--- src/pkg/tlog_pkg.sv ---
// package: register map, field positions, structs and timing for the mission controller
package tlog_pkg;
  // register indexes (printed offsets); byte address is four times the index
  localparam logic [9:0] IDX_RTC_SEC = 10'h200;
  localparam logic [9:0] IDX_RTC_WDAY = 10'h203;
  localparam logic [9:0] IDX_ALM_SEC = 10'h207;
  localparam logic [9:0] IDX_ALM_MIN = 10'h208;
  localparam logic [9:0] IDX_ALM_HR = 10'h209;
  localparam logic [9:0] IDX_ALM_WDAY = 10'h20a;
  localparam logic [9:0] IDX_LOW_THR = 10'h20b;
  localparam logic [9:0] IDX_HIGH_THR = 10'h20c;
  localparam logic [9:0] IDX_SAMPLE_INT = 10'h20d;
  localparam logic [9:0] IDX_CONTROL = 10'h20e;
  localparam logic [9:0] IDX_READOUT = 10'h211;
  localparam logic [9:0] IDX_DELAY_LO = 10'h212;
  localparam logic [9:0] IDX_DELAY_HI = 10'h213;
  localparam logic [9:0] IDX_STATUS = 10'h214;
  localparam logic [9:0] IDX_CMD = 10'h220;
  localparam logic [9:0] IDX_SEARCH = 10'h221;
  localparam logic [9:0] IDX_LOG_PTR = 10'h222;
  // control bits
  localparam int CTL_OSC_STOP = 7;
  localparam int CTL_CLEAR_ARM = 6;
  localparam int CTL_UNUSED = 5;
  localparam int CTL_HOLD = 4;
  localparam int CTL_WRAP = 3;
  localparam int CTL_LOW_SRCH = 2;
  localparam int CTL_HIGH_SRCH = 1;
  localparam int CTL_TIMER_SRCH = 0;
  // status bits
  localparam int ST_CLEARED = 6;
  localparam int ST_ACTIVE = 5;
  localparam int ST_LOW = 2;
  localparam int ST_HIGH = 1;
  localparam int ST_TIMER = 0;
  // command register bits and the alarm field mask bit
  localparam int CMD_CLEAR = 0;
  localparam int CMD_OTHER = 1;
  localparam int MASK_BIT = 7;
  // temperature code limits, control reset value and other constants
  localparam logic [7:0] CODE_MIN = 8'h00;
  localparam logic [7:0] CODE_MAX = 8'hfa;
  localparam logic [7:0] CTL_RESET = 8'h10;
  localparam logic [7:0] ZERO8 = 8'h00;
  localparam logic [7:0] ONE8 = 8'h01;
  localparam logic [15:0] ZERO16 = 16'h0000;
  localparam logic [15:0] ONE16 = 16'h0001;
  localparam logic [10:0] LOG_DEPTH_M1 = 11'h7ff;
  localparam logic [10:0] ZERO11 = 11'h000;
  // one-second settle before a start is accepted
  localparam int SETTLE_SECONDS = 1;
  localparam logic [1:0] SETTLE_CNT = 2'(SETTLE_SECONDS);
  // conversion result from the analog front end
  typedef struct packed {
    logic valid;
    logic under;
    logic over;
    logic [7:0] code;
  } conv_t;
  // timekeeping values supplied by the rtc counter
  typedef struct packed {
    logic [7:0] sec;
    logic [7:0] min;
    logic [7:0] hr;
    logic [7:0] wday;
  } rtc_t;
endpackage

--- src/rtl/temp_logger_mission_control.sv ---
// mission control, alarms and configuration registers of the temperature logger
`timescale 1ns/1ps
module temp_logger_mission_control (
  // clock and reset
  input wire logic ref_clk_i,
  input wire logic rst_n_i,
  // classic wishbone slave
  input wire logic wb_cyc_i,
  input wire logic wb_stb_i,
  input wire logic wb_we_i,
  input wire logic [11:0] wb_adr_i,
  input wire logic [3:0] wb_sel_i,
  input wire logic [31:0] wb_dat_i,
  output logic [31:0] wb_dat_o,
  output logic wb_ack_o,
  // rtc counter side
  input wire tlog_pkg::rtc_t rtc_i,
  input wire logic second_tick_i,
  input wire logic minute_tick_i,
  output logic osc_run_o,
  // analog conversion side
  input wire tlog_pkg::conv_t conv_i,
  output logic convert_req_o,
  // log memory side
  output logic log_we_o,
  output logic [10:0] log_addr_o,
  output logic [7:0] log_data_o,
  // clear memory and search answer
  output logic clear_mem_o,
  output logic search_match_o
);
  // reset release through two flip-flops
  logic rst_meta_n;
  logic rst_n;
  always_ff @(posedge ref_clk_i or negedge rst_n_i) begin
    if (!rst_n_i) begin
      rst_meta_n <= 1'b0;
      rst_n <= 1'b0;
    end else begin
      rst_meta_n <= 1'b1;
      rst_n <= rst_meta_n;
    end
  end

  // clamp a raw result into the stored code range
  function automatic logic [7:0] clamp_code(input tlog_pkg::conv_t c);
    if (c.under) begin
      return tlog_pkg::CODE_MIN;
    end else if (c.over || c.code > tlog_pkg::CODE_MAX) begin
      return tlog_pkg::CODE_MAX;
    end else begin
      return c.code;
    end
  endfunction

  // one alarm field: masked or equal
  function automatic logic field_hit(input logic [7:0] alm, input logic [7:0] now);
    return alm[tlog_pkg::MASK_BIT] || (alm[6:0] == now[6:0]);
  endfunction

  typedef enum logic [1:0] {IDLE, DELAY, RUN} mstate_t;

  // register state
  logic [7:0] alm_sec, alm_min, alm_hr, alm_wday;
  logic [7:0] low_thr, high_thr, interval, control, readout;
  logic [15:0] delay;
  logic cleared, timer_flag, low_flag, high_flag;
  logic [1:0] settle;
  mstate_t state;
  logic [7:0] min_cnt;
  logic [10:0] log_ptr, addr_q;
  logic log_full;
  logic [31:0] dat_q;
  logic ack_q, conv_q, we_q, clr_q, srch_q;
  logic [7:0] wdat_q;

  logic [7:0] next_alm_sec, next_alm_min, next_alm_hr, next_alm_wday;
  logic [7:0] next_low_thr, next_high_thr, next_interval, next_control, next_readout;
  logic [15:0] next_delay;
  logic next_cleared, next_timer_flag, next_low_flag, next_high_flag;
  logic [1:0] next_settle;
  mstate_t next_state;
  logic [7:0] next_min_cnt;
  logic [10:0] next_log_ptr, next_addr;
  logic next_log_full;
  logic [31:0] next_dat;
  logic next_ack, next_conv, next_we, next_clr, next_srch;
  logic [7:0] next_wdat;

  // bus decode
  logic req, wr, rd;
  logic [9:0] idx;
  logic [7:0] wbyte;
  logic alarm_hit;
  logic [7:0] code;
  assign req = wb_cyc_i && wb_stb_i && !ack_q;
  assign idx = wb_adr_i[11:2];
  assign wr = req && wb_we_i && wb_sel_i[0];
  assign rd = req && !wb_we_i;
  assign wbyte = wb_dat_i[7:0];
  // alarm compare across masked fields
  assign alarm_hit = second_tick_i && field_hit(alm_sec, rtc_i.sec) && field_hit(alm_min, rtc_i.min) &&
    field_hit(alm_hr, rtc_i.hr) && field_hit(alm_wday, rtc_i.wday);
  assign code = clamp_code(conv_i);

  // next-state logic for registers and mission
  always_comb begin
    next_alm_sec = alm_sec;
    next_alm_min = alm_min;
    next_alm_hr = alm_hr;
    next_alm_wday = alm_wday;
    next_low_thr = low_thr;
    next_high_thr = high_thr;
    next_interval = interval;
    next_control = control;
    next_readout = readout;
    next_delay = delay;
    next_cleared = cleared;
    next_timer_flag = timer_flag;
    next_low_flag = low_flag;
    next_high_flag = high_flag;
    next_settle = settle;
    next_state = state;
    next_min_cnt = min_cnt;
    next_log_ptr = log_ptr;
    next_log_full = log_full;
    next_addr = addr_q;
    next_dat = '0;
    next_ack = req;
    next_conv = 1'b0;
    next_we = 1'b0;
    next_clr = 1'b0;
    next_wdat = wdat_q;
    // settle counter: seconds seen since oscillator started
    if (control[tlog_pkg::CTL_OSC_STOP]) begin
      next_settle = '0;
    end else if (second_tick_i && settle != tlog_pkg::SETTLE_CNT) begin
      next_settle = settle + 2'd1;
    end
    // mission timing
    unique case (state)
      IDLE: begin
      end
      DELAY: begin
        if (minute_tick_i) begin
          if (delay == tlog_pkg::ZERO16) begin
            next_state = RUN;
            next_conv = 1'b1;
            next_min_cnt = interval;
          end else begin
            next_delay = delay - tlog_pkg::ONE16;
          end
        end
      end
      RUN: begin
        if (minute_tick_i) begin
          if (min_cnt == tlog_pkg::ONE8) begin
            next_conv = 1'b1;
            next_min_cnt = interval;
          end else begin
            next_min_cnt = min_cnt - tlog_pkg::ONE8;
          end
        end
      end
    endcase
    // conversion results
    if (conv_i.valid) begin
      next_readout = code;
      if (state == RUN) begin
        if (code <= low_thr) next_low_flag = 1'b1;
        if (code >= high_thr) next_high_flag = 1'b1;
        if (!log_full || control[tlog_pkg::CTL_WRAP]) begin
          next_we = 1'b1;
          next_wdat = code;
          next_addr = log_ptr; // address registered beside the data
          next_log_ptr = log_ptr + 11'd1;
          if (log_ptr == tlog_pkg::LOG_DEPTH_M1) next_log_full = 1'b1;
        end
      end
    end
    // bus writes
    if (wr) begin
      if (state != IDLE && idx >= tlog_pkg::IDX_RTC_SEC && idx <= tlog_pkg::IDX_DELAY_HI) begin
        next_state = IDLE;
      end
      unique case (idx)
        tlog_pkg::IDX_ALM_SEC: next_alm_sec = wbyte;
        tlog_pkg::IDX_ALM_MIN: next_alm_min = wbyte;
        tlog_pkg::IDX_ALM_HR: next_alm_hr = wbyte;
        tlog_pkg::IDX_ALM_WDAY: next_alm_wday = wbyte;
        tlog_pkg::IDX_LOW_THR: next_low_thr = wbyte;
        tlog_pkg::IDX_HIGH_THR: next_high_thr = wbyte;
        tlog_pkg::IDX_DELAY_LO: next_delay[7:0] = wbyte;
        tlog_pkg::IDX_DELAY_HI: next_delay[15:8] = wbyte;
        tlog_pkg::IDX_CONTROL: begin
          next_control = wbyte;
          next_control[tlog_pkg::CTL_UNUSED] = 1'b0;
        end
        tlog_pkg::IDX_SAMPLE_INT: begin
          next_interval = wbyte;
          if (cleared && !control[tlog_pkg::CTL_HOLD] && wbyte != tlog_pkg::ZERO8 &&
              settle == tlog_pkg::SETTLE_CNT && state == IDLE) begin
            next_state = DELAY;
            next_cleared = 1'b0;
            next_log_ptr = tlog_pkg::ZERO11;
            next_log_full = 1'b0;
          end
        end
        tlog_pkg::IDX_STATUS: begin
          if (!wbyte[tlog_pkg::ST_ACTIVE]) next_state = IDLE;
          if (!wbyte[tlog_pkg::ST_LOW]) next_low_flag = 1'b0;
          if (!wbyte[tlog_pkg::ST_HIGH]) next_high_flag = 1'b0;
          if (!wbyte[tlog_pkg::ST_TIMER]) next_timer_flag = 1'b0;
        end
        tlog_pkg::IDX_CMD: begin
          if (wbyte[tlog_pkg::CMD_CLEAR] && control[tlog_pkg::CTL_CLEAR_ARM] && state == IDLE) begin
            next_clr = 1'b1;
            next_cleared = 1'b1;
            next_delay = tlog_pkg::ZERO16;
            next_interval = tlog_pkg::ZERO8;
          end
          next_control[tlog_pkg::CTL_CLEAR_ARM] = 1'b0;
        end
        default: begin
        end
      endcase
    end
    // any other access after arming drops the arm
    if (req && !(wr && (idx == tlog_pkg::IDX_CMD || idx == tlog_pkg::IDX_CONTROL))) begin
      next_control[tlog_pkg::CTL_CLEAR_ARM] = 1'b0;
    end
    // sticky flags: hardware set wins over clear
    if (alarm_hit) next_timer_flag = 1'b1;
    if (conv_i.valid && state == RUN && code <= low_thr) next_low_flag = 1'b1;
    if (conv_i.valid && state == RUN && code >= high_thr) next_high_flag = 1'b1;
    // read mux
    if (rd) begin
      unique case (idx)
        tlog_pkg::IDX_ALM_SEC: next_dat[7:0] = alm_sec;
        tlog_pkg::IDX_ALM_MIN: next_dat[7:0] = alm_min;
        tlog_pkg::IDX_ALM_HR: next_dat[7:0] = alm_hr;
        tlog_pkg::IDX_ALM_WDAY: next_dat[7:0] = alm_wday;
        tlog_pkg::IDX_LOW_THR: next_dat[7:0] = low_thr;
        tlog_pkg::IDX_HIGH_THR: next_dat[7:0] = high_thr;
        tlog_pkg::IDX_SAMPLE_INT: next_dat[7:0] = interval;
        tlog_pkg::IDX_CONTROL: next_dat[7:0] = control;
        tlog_pkg::IDX_READOUT: next_dat[7:0] = readout;
        tlog_pkg::IDX_DELAY_LO: next_dat[7:0] = delay[7:0];
        tlog_pkg::IDX_DELAY_HI: next_dat[7:0] = delay[15:8];
        tlog_pkg::IDX_STATUS: begin
          next_dat[tlog_pkg::ST_CLEARED] = cleared;
          next_dat[tlog_pkg::ST_ACTIVE] = (state != IDLE);
          next_dat[tlog_pkg::ST_LOW] = low_flag;
          next_dat[tlog_pkg::ST_HIGH] = high_flag;
          next_dat[tlog_pkg::ST_TIMER] = timer_flag;
        end
        tlog_pkg::IDX_SEARCH: next_dat[0] = srch_q;
        tlog_pkg::IDX_LOG_PTR: next_dat[10:0] = log_ptr;
        default: next_dat = '0;
      endcase
    end
    // conditional search answer
    next_srch = (control[tlog_pkg::CTL_LOW_SRCH] && low_flag) || (control[tlog_pkg::CTL_HIGH_SRCH] && high_flag) ||
      (control[tlog_pkg::CTL_TIMER_SRCH] && timer_flag);
  end

  // register all state
  always_ff @(posedge ref_clk_i or negedge rst_n) begin
    if (!rst_n) begin
      alm_sec <= '0;
      alm_min <= '0;
      alm_hr <= '0;
      alm_wday <= '0;
      low_thr <= '0;
      high_thr <= '0;
      interval <= '0;
      control <= tlog_pkg::CTL_RESET;
      readout <= '0;
      delay <= '0;
      cleared <= 1'b0;
      timer_flag <= 1'b0;
      low_flag <= 1'b0;
      high_flag <= 1'b0;
      settle <= '0;
      state <= IDLE;
      min_cnt <= '0;
      log_ptr <= '0;
      log_full <= 1'b0;
      addr_q <= tlog_pkg::LOG_DEPTH_M1;
      dat_q <= '0;
      ack_q <= 1'b0;
      conv_q <= 1'b0;
      we_q <= 1'b0;
      clr_q <= 1'b0;
      srch_q <= 1'b0;
      wdat_q <= '0;
    end else begin
      alm_sec <= next_alm_sec;
      alm_min <= next_alm_min;
      alm_hr <= next_alm_hr;
      alm_wday <= next_alm_wday;
      low_thr <= next_low_thr;
      high_thr <= next_high_thr;
      interval <= next_interval;
      control <= next_control;
      readout <= next_readout;
      delay <= next_delay;
      cleared <= next_cleared;
      timer_flag <= next_timer_flag;
      low_flag <= next_low_flag;
      high_flag <= next_high_flag;
      settle <= next_settle;
      state <= next_state;
      min_cnt <= next_min_cnt;
      log_ptr <= next_log_ptr;
      log_full <= next_log_full;
      addr_q <= next_addr;
      dat_q <= next_dat;
      ack_q <= next_ack;
      conv_q <= next_conv;
      we_q <= next_we;
      clr_q <= next_clr;
      srch_q <= next_srch;
      wdat_q <= next_wdat;
    end
  end

  // outputs straight from flip-flops
  logic osc_q;
  always_ff @(posedge ref_clk_i or negedge rst_n) begin
    if (!rst_n) begin
      osc_q <= 1'b0;
    end else begin
      osc_q <= !next_control[tlog_pkg::CTL_OSC_STOP];
    end
  end
  assign osc_run_o = osc_q;
  assign wb_dat_o = dat_q;
  assign wb_ack_o = ack_q;
  assign convert_req_o = conv_q;
  assign log_we_o = we_q;
  assign log_addr_o = addr_q;
  assign log_data_o = wdat_q;
  assign clear_mem_o = clr_q;
  assign search_match_o = srch_q;

  // assertions
  a_ctl_bit5_zero: assert property (@(posedge ref_clk_i) disable iff (!rst_n) !control[tlog_pkg::CTL_UNUSED])
    else $error("control bit 5 set");
  a_alarm_sets_flag: assert property (@(posedge ref_clk_i) disable iff (!rst_n) alarm_hit |=> timer_flag)
    else $error("alarm did not set flag");
  a_hold_blocks: assert property (@(posedge ref_clk_i) disable iff (!rst_n)
    (state == IDLE && control[tlog_pkg::CTL_HOLD] && !(wr && idx == tlog_pkg::IDX_CONTROL)) |=> state == IDLE)
    else $error("mission began while held");
  a_need_cleared: assert property (@(posedge ref_clk_i) disable iff (!rst_n)
    (state == IDLE && !cleared) |=> state == IDLE)
    else $error("mission began without clear");
  a_write_ends: assert property (@(posedge ref_clk_i) disable iff (!rst_n)
    (state != IDLE && wr && idx == tlog_pkg::IDX_CONTROL) |=> state == IDLE)
    else $error("control write kept mission");
  a_clamp_range: assert property (@(posedge ref_clk_i) disable iff (!rst_n) readout <= tlog_pkg::CODE_MAX)
    else $error("readout above range");
  a_under_zero: assert property (@(posedge ref_clk_i) disable iff (!rst_n)
    (conv_i.valid && conv_i.under) |=> readout == tlog_pkg::CODE_MIN)
    else $error("under range not zero");
  a_delay_start: assert property (@(posedge ref_clk_i) disable iff (!rst_n)
    (state == DELAY && minute_tick_i && delay == tlog_pkg::ZERO16 && !wr) |=> (state == RUN && convert_req_o))
    else $error("delay end did not sample");
endmodule // temp_logger_mission_control

--- config.mk ---
export PLATFORM = sky130hd
export DESIGN_NAME = temp_logger_mission_control
export DESIGN_NICKNAME = d
export VERILOG_FILES = /design/src/pkg/tlog_pkg.sv /design/src/rtl/temp_logger_mission_control.sv
export SDC_FILE = /design/constraint.sdc
export NUM_CORES = 1
export LEC_CHECK = 0
export BUFFER_PORTS_ARGS = -buffer_cell sky130_fd_sc_hd__buf_2
export CORE_MARGIN = 2
export CORE_UTILIZATION = 55
export DETAILED_ROUTE_END_ITERATION = 10
export PLACE_DENSITY_LB_ADDON = 0.25
export SYNTH_ARGS = -nofsm -noshare
export SYNTH_HDL_FRONTEND = slang
export SYNTH_SLANG_ARGS = --single-unit
export TNS_END_PERCENT = 50
--- constraint.sdc ---
create_clock -name ref_clk_i -period 8.9 [get_ports ref_clk_i]
set_clock_uncertainty 0.05 [all_clocks]
set_input_delay 0 -clock ref_clk_i [delete_from_list [all_inputs] [get_ports ref_clk_i]]
set_output_delay 0 -clock ref_clk_i [all_outputs]
set_load 0.05 [all_outputs]
## Word level (Yosys, flattened, before mapping)

Cells that the tools add are included.

- $add $sub $neg: 4
- $lt $le $gt $ge: 5
- Reduce and logical (&&, ||, !) cells: 65
- Multiplexer cells: 83
- Equal/unequal tests: 31

Operators by type and width:

| cell | count |
|---|---|
| $eq A10 B10 Y1 const B | 15 |
| $mux W16 | 5 |
| $mux W11 | 7 |
| $mux W8 | 8 |
| $pmux W8 S2 | 4 |
| $pmux W2 S13 | 2 |
| $mux W1 | 39 |
| $eq A7 B7 Y1 | 4 |
| $logic_and A1 B1 Y1 | 26 |
| $pmux W2 S12 | 1 |
| $mux W2 | 9 |
| $logic_not A16 Y1 | 1 |
| $reduce_and A2 Y1 | 8 |
| $sub A16 B1 Y16 const B | 1 |
| $pmux W1 S14 | 1 |
| $reduce_bool A2 Y1 | 7 |
| $pmux W1 S12 | 1 |
| $add A11 B1 Y11 const B | 1 |
| $eq A11 B11 Y1 const B | 1 |
| $ge A10 B10 Y1 const B | 1 |
| $le A10 B10 Y1 const B | 1 |
| $ne A2 B2 Y1 const B | 5 |
| $logic_or A1 B1 Y1 | 9 |
| $reduce_and A3 Y1 | 3 |
| other kinds (18) | 28 |

- Bits in registers: 174

## Longest topological paths before layout

- Depth in word-level cells: 12
- Mapped depth: 10

## Least setup slack after synthesis

Ideal clock, no wire load.

- Kind: flip-flop to flip-flop
- Start: reg min_cnt[1]
- End: reg min_cnt[5]
- Stages on the path, launching flop included: 9
- Clock period less this slack: 2.240 ns
- Arrival time: 2.056 ns
- Path slack: 6.660 ns
- Setup time: 0.134 ns
- Required time: 8.716 ns
- Cell sequence: dfrtp_1 -> inv_1 -> ha_1 -> or4b_2 -> o21ai_1 -> clkbuf_1 -> nor2_1 -> o21ai_0 -> o21ai_0

- Cells in the longest elaborated chain, start to end: 4
- Elaborated cells on any way between the ends: 5
- Those cells by class: add/sub: 1; eq/ne: 1; mux: 3

RTL lines:

| element | RTL line | text |
|---|---|---|
| start: declaration | temp_logger_mission_control.sv:70 | `logic [7:0] min_cnt;` |
| start signal: assignment | temp_logger_mission_control.sv:314 | `min_cnt <= next_min_cnt;` |
| $sub A8 B1 Y8 or $eq A8 B1 Y1 (tied branches) | temp_logger_mission_control.sv:161, temp_logger_mission_control.sv:157 |  |
| $mux W8 (*) | temp_logger_mission_control.sv:157 | `if (min_cnt == tlog_pkg::ONE8) begin` |
| $mux W8 (*) | temp_logger_mission_control.sv:156 | `if (minute_tick_i) begin` |
| $pmux W8 S2 (*) | temp_logger_mission_control.sv:141 | `unique case (state)` |

Mark *: on every way between the ends. The rest lies on a longest branch, timed or not. The select of a mux whose other input is x is not followed.
A chain may end at the register's enable or synchronous reset.

## Worst setup path after layout

- Start: reg ack_q (netlist: wb_ack_o)
- End: reg alm_wday[4]

- Cells in the longest elaborated chain, start to end: 5

RTL lines:

| element | RTL line | text |
|---|---|---|
| start: declaration | temp_logger_mission_control.sv:74 | `logic ack_q, conv_q, we_q, clr_q, srch_q;` |
| start signal: assignment | temp_logger_mission_control.sv:319 | `ack_q <= next_ack;` |
| $logic_not A1 Y1 | temp_logger_mission_control.sv:96 | `assign req = wb_cyc_i && wb_stb_i && !ack_q;` |
| $logic_and A1 B1 Y1 | temp_logger_mission_control.sv:96 |  |
| named net next_ack | temp_logger_mission_control.sv:87 | `logic next_ack, next_conv, next_we, next_clr, next_srch;` |
| $logic_and A1 B1 Y1 (2 in series) | temp_logger_mission_control.sv:98 | `assign wr = req && wb_we_i && wb_sel_i[0];` |
| $reduce_and A2 Y1 (no source line) | n/a |  |
| end signal: assignment | temp_logger_mission_control.sv:301 | `alm_wday <= next_alm_wday;` |
| end: declaration | temp_logger_mission_control.sv:64 | `logic [7:0] alm_sec, alm_min, alm_hr, alm_wday;` |

The timed path passes the listed nets, and every way through them passes these cells.

==> summary.txt <==
Status
  • Status: finished, final reports clean

Placement
  • Placer Congestion: 0.934
  • Port bufs: 100
  • Placed insts: 1,141
  • DP HPWL: 16.1 mm

Synth
  • Post-synth EDFFs: 0
  • Synthesized cell area: 8610 µm²
  • Flops & latches, synth: 153
  • Prevailing post-synth register cell: dfrtp_1
  • Post-synthesis sequential area ratio: between 40% and 50%
  • Synth warn: 0
  • Synth Area per Inst: 9.87 µm²
  • Synth Instances: 872
  • Distinct cells, synth: just over 70
  • Fraction of registers with async set/reset: 100%

Clock tree
  • # hold bufs at CTS: 22
  • Clock Tree Root: clkbuf_16
  • CTS tree: done
  • CTS buffer count: 17
  • H-tree levels: 4
  • Post-cts gate resize count: 0
  • Total setup buffers inserted after CTS: 0
  • CTS max path bufs: 2
  • Worst-Skew Late Latency: 0.43 ns
  • Clk pin slew, worst setup/hold paths: 0.07 ns
  • CTS sink cnt: 153

Global routing
  • Largest net degree at the start of global routing: 86
  • Total GRT Usage: 29.2%
  • Vias in the first global route: 6,708
  • Overflow after GRT: 0
  • Antenna violations before repair: 0
  • First-pass GRT wire length: around 37 mm

Setup path
  • Cell Chain, Critical Path: nand3b_1, dlygate4sd3_1, inv_1, nand3_1, nor3_4, nand2_2, mux2_2
  • Worst EP arrival: 3.15 ns
  • Crit path launch type: flop
  • Crit-path leading delay family: simple AND/OR/NAND/NOR gates
  • WP data required: 9.17 ns
  • Setup CP Type: reg -> reg
  • Crit path capture type: flop
  • Worst path max stage delay: slightly above 0.6 ns
  • Critical path buffer and inverter count: 2
  • CP max stage cell: dlygate4sd3_1
  • R2R Setup Slk: 6.01 ns
  • Crit Path Max Fanout: 9

Power
  • Pleak: 0.00466 µW
  • Total Power: 1870 µW
  • Peak supply drop: 0.000160 V
  • Pwr dens: between 150 and 200 nW/µm²

Final layout
  • Share of layout cells above drive strength 1: approximately a quarter
  • Area grow syn2layout: 15.8%
  • # fillers: between 1,000 and 1,500
  • Layout Nets: 1,094
  • FF+latch area: 3850 µm²
  • Non-Filler Instances: ~1,200
  • Final core utilization: 65.3%
  • ANT cells: 0
  • Multi-input gate area: approximately 4400 µm²

Timing
  • Post-layout minimum cycle time: 2.89 ns
  • Period utilization: 32.4%
  • RSZ-0062 raised after global routing: no
  • Relative slew slack: 28.6%
  • Final setup viols: 0
  • Fmax: around 0.35 GHz
  • Setup_tns: 0 ns
  • Final Max Slew Viols: 0
  • Final hold violations: 0
  • Least-Margin Pin Slew: 1.07 ns

Min path
  • HP Class: in -> reg

Detailed routing
  • DR WL/cell: 19.5 µm
  • Drt total wl: ~23 mm
  • Vias per inst: 5.97
  • Post-route DRC: 0
  • ANT nets after route: 0
  • Via count: between 7,000 and 8,000
  • Drt initial violations: 676
  • Pre-antenna DRT Iters: 5

Floorplan
  • DIE WIDTH: about 130 µm
  • I/O Pins: around 160
  • Initial Utilization: approximately 56%
  • Chip height: 129 µm
  • Full die area: about 17,000 µm²
  • Core box area: 15,300 µm²
  • Core Rows: 45

Flow run
  • Max Cap Viol: 0
path summary, 6_finish.rpt:
kind	from	to	cells past startpoint
setup / recovery	wb_ack_o$_DFF_PN0_	alm_wday[4]$_DFFE_PN0P_	7
hold / removal	conv_i[7]	log_data_o[7]$_DFFE_PN0P_	5
setup reg to reg	wb_ack_o$_DFF_PN0_	alm_wday[4]$_DFFE_PN0P_	7
hold reg to reg	rst_meta_n$_DFF_PN0_	rst_n$_DFF_PN0_	0
max in group asynchronous	rst_n$_DFF_PN0_	min_cnt[2]$_DFFE_PN0P_	1
min in group asynchronous	rst_n_i	rst_n$_DFF_PN0_	3
power breakdown:
| group | total, µW | leakage, µW | switching (µW) | internal (µW) |
|---|---|---|---|---|
| logic | 312 | 0.00237 | 208 | 104 |
| clock network | 735 | 0.000282 | 308 | 427 |
| registers | 820 | 0.00201 | 62.8 | 757 |
| total | 1870 | 0.00466 | 579 | 1290 |
tightest hold or removal path: cells and delay by family:
kind	cells	cell delay [ns]
simple gates	4	0.36
buf+inv	1	0.10
cells in the mapped netlist, types with 6 or more instances:
cell / instances / share of area, %
a21oi_1: 35 / 2.0
a22oi_1: 9 / 0.79
a31oi_1: 6 / 0.44
and3_1: 10 / 0.73
buf_4: 21 / 1.8
clkbuf_1: 37 / 1.6
dfrtp_1: 141 / 41
dfstp_2: 12 / 3.7
ha_1: 25 / 3.6
inv_1: 34 / 1.5
mux2_2: 66 / 8.6
mux2i_1: 16 / 1.9
nand2_1: 104 / 4.5
nand2b_1: 6 / 0.44
nand3_1: 25 / 1.5
nand4_1: 11 / 0.80
nor2_1: 63 / 2.7
nor2b_1: 9 / 0.65
nor3_1: 11 / 0.64
nor4_1: 15 / 1.1
o21ai_0: 42 / 2.4
o2bb2ai_1: 17 / 1.7
o31ai_1: 7 / 0.61
xnor2_1: 26 / 2.6
xor2_1: 23 / 2.3
cell type report:
type                       instances  area share, %
multi-input combinational        641           44.1
sequential                       153           38.6
timing repair buffer             124           7.38
clock buffer                      18           4.41
tap                              211           2.65
clock inverter                    14           1.63
inverter                          34           1.28
metrics by stage:
step | hold WS (ns) | setup WS [ns] | cell area (µm²)
2_1_floorplan | -0.346 | 4.29 | 8680
3_5_place_dp | -0.264 | 6.16 | 9150
5_1_grt | 0.0452 | 5.78 | 9970
4_1_cts | 0.0127 | 6.02 | 9970
3_3_place_gp | -0.265 | 6.12 | 9150
6_report | 0.0186 | 6.01 | 9970
state kept, by name (all words and copies together), names as in the netlist, 11 cells and up:
name,count
log_addr_o,11
delay,16
wb_dat_o,11
log_ptr,11
layout by cell type, fill, tap and decap left out, types with 5 or more instances in the layout:
cell and count:
o21ai_0 42, nor2_1 63, conb_1 22, a31oi_1 6, a21oi_1 35, nor4_1 15
nor2b_1 9, xnor2_1 26, dlygate4sd3_1 22, a22oi_1 9, o31ai_1 7, or3_1 5
nor3b_1 5, dfstp_2 12, mux2_2 66, nand3_1 25, and3_1 10, nand2b_1 6
nand2_1 104, dfrtp_1 140, inv_1 34, o2bb2ai_1 17, xor2_1 23, buf_2 100
nand4_1 11, ha_1 25, mux2i_1 16, or4_1 5, nor3_1 11, clkbuf_16 17
kinds of logic after synthesis:
logic type               Yosys count  share of synthesized area, %
AND/OR/NAND/NOR                  297                          17.4
AO/OA/AOI/OAI                    163                          12.7
flip-flops                       153                          44.7
buffers and inverters             98                          5.23
multiplexers                      85                          11.3
XOR/XNOR                          49                          4.99
adder cells (fa/ha/maj)           25                          3.63
other                              2                        0.0873
per-layer routing:
layer	part of all wire [%]	wire, µm	track usage (%)
met5	0	0	0
met4	3.9	915	12.5
met3	7.4	1730	6.19
met2	47	10900	45.5
met1	42	9810	40.1
No activity file was read; power rests on OpenSTA's default activity.
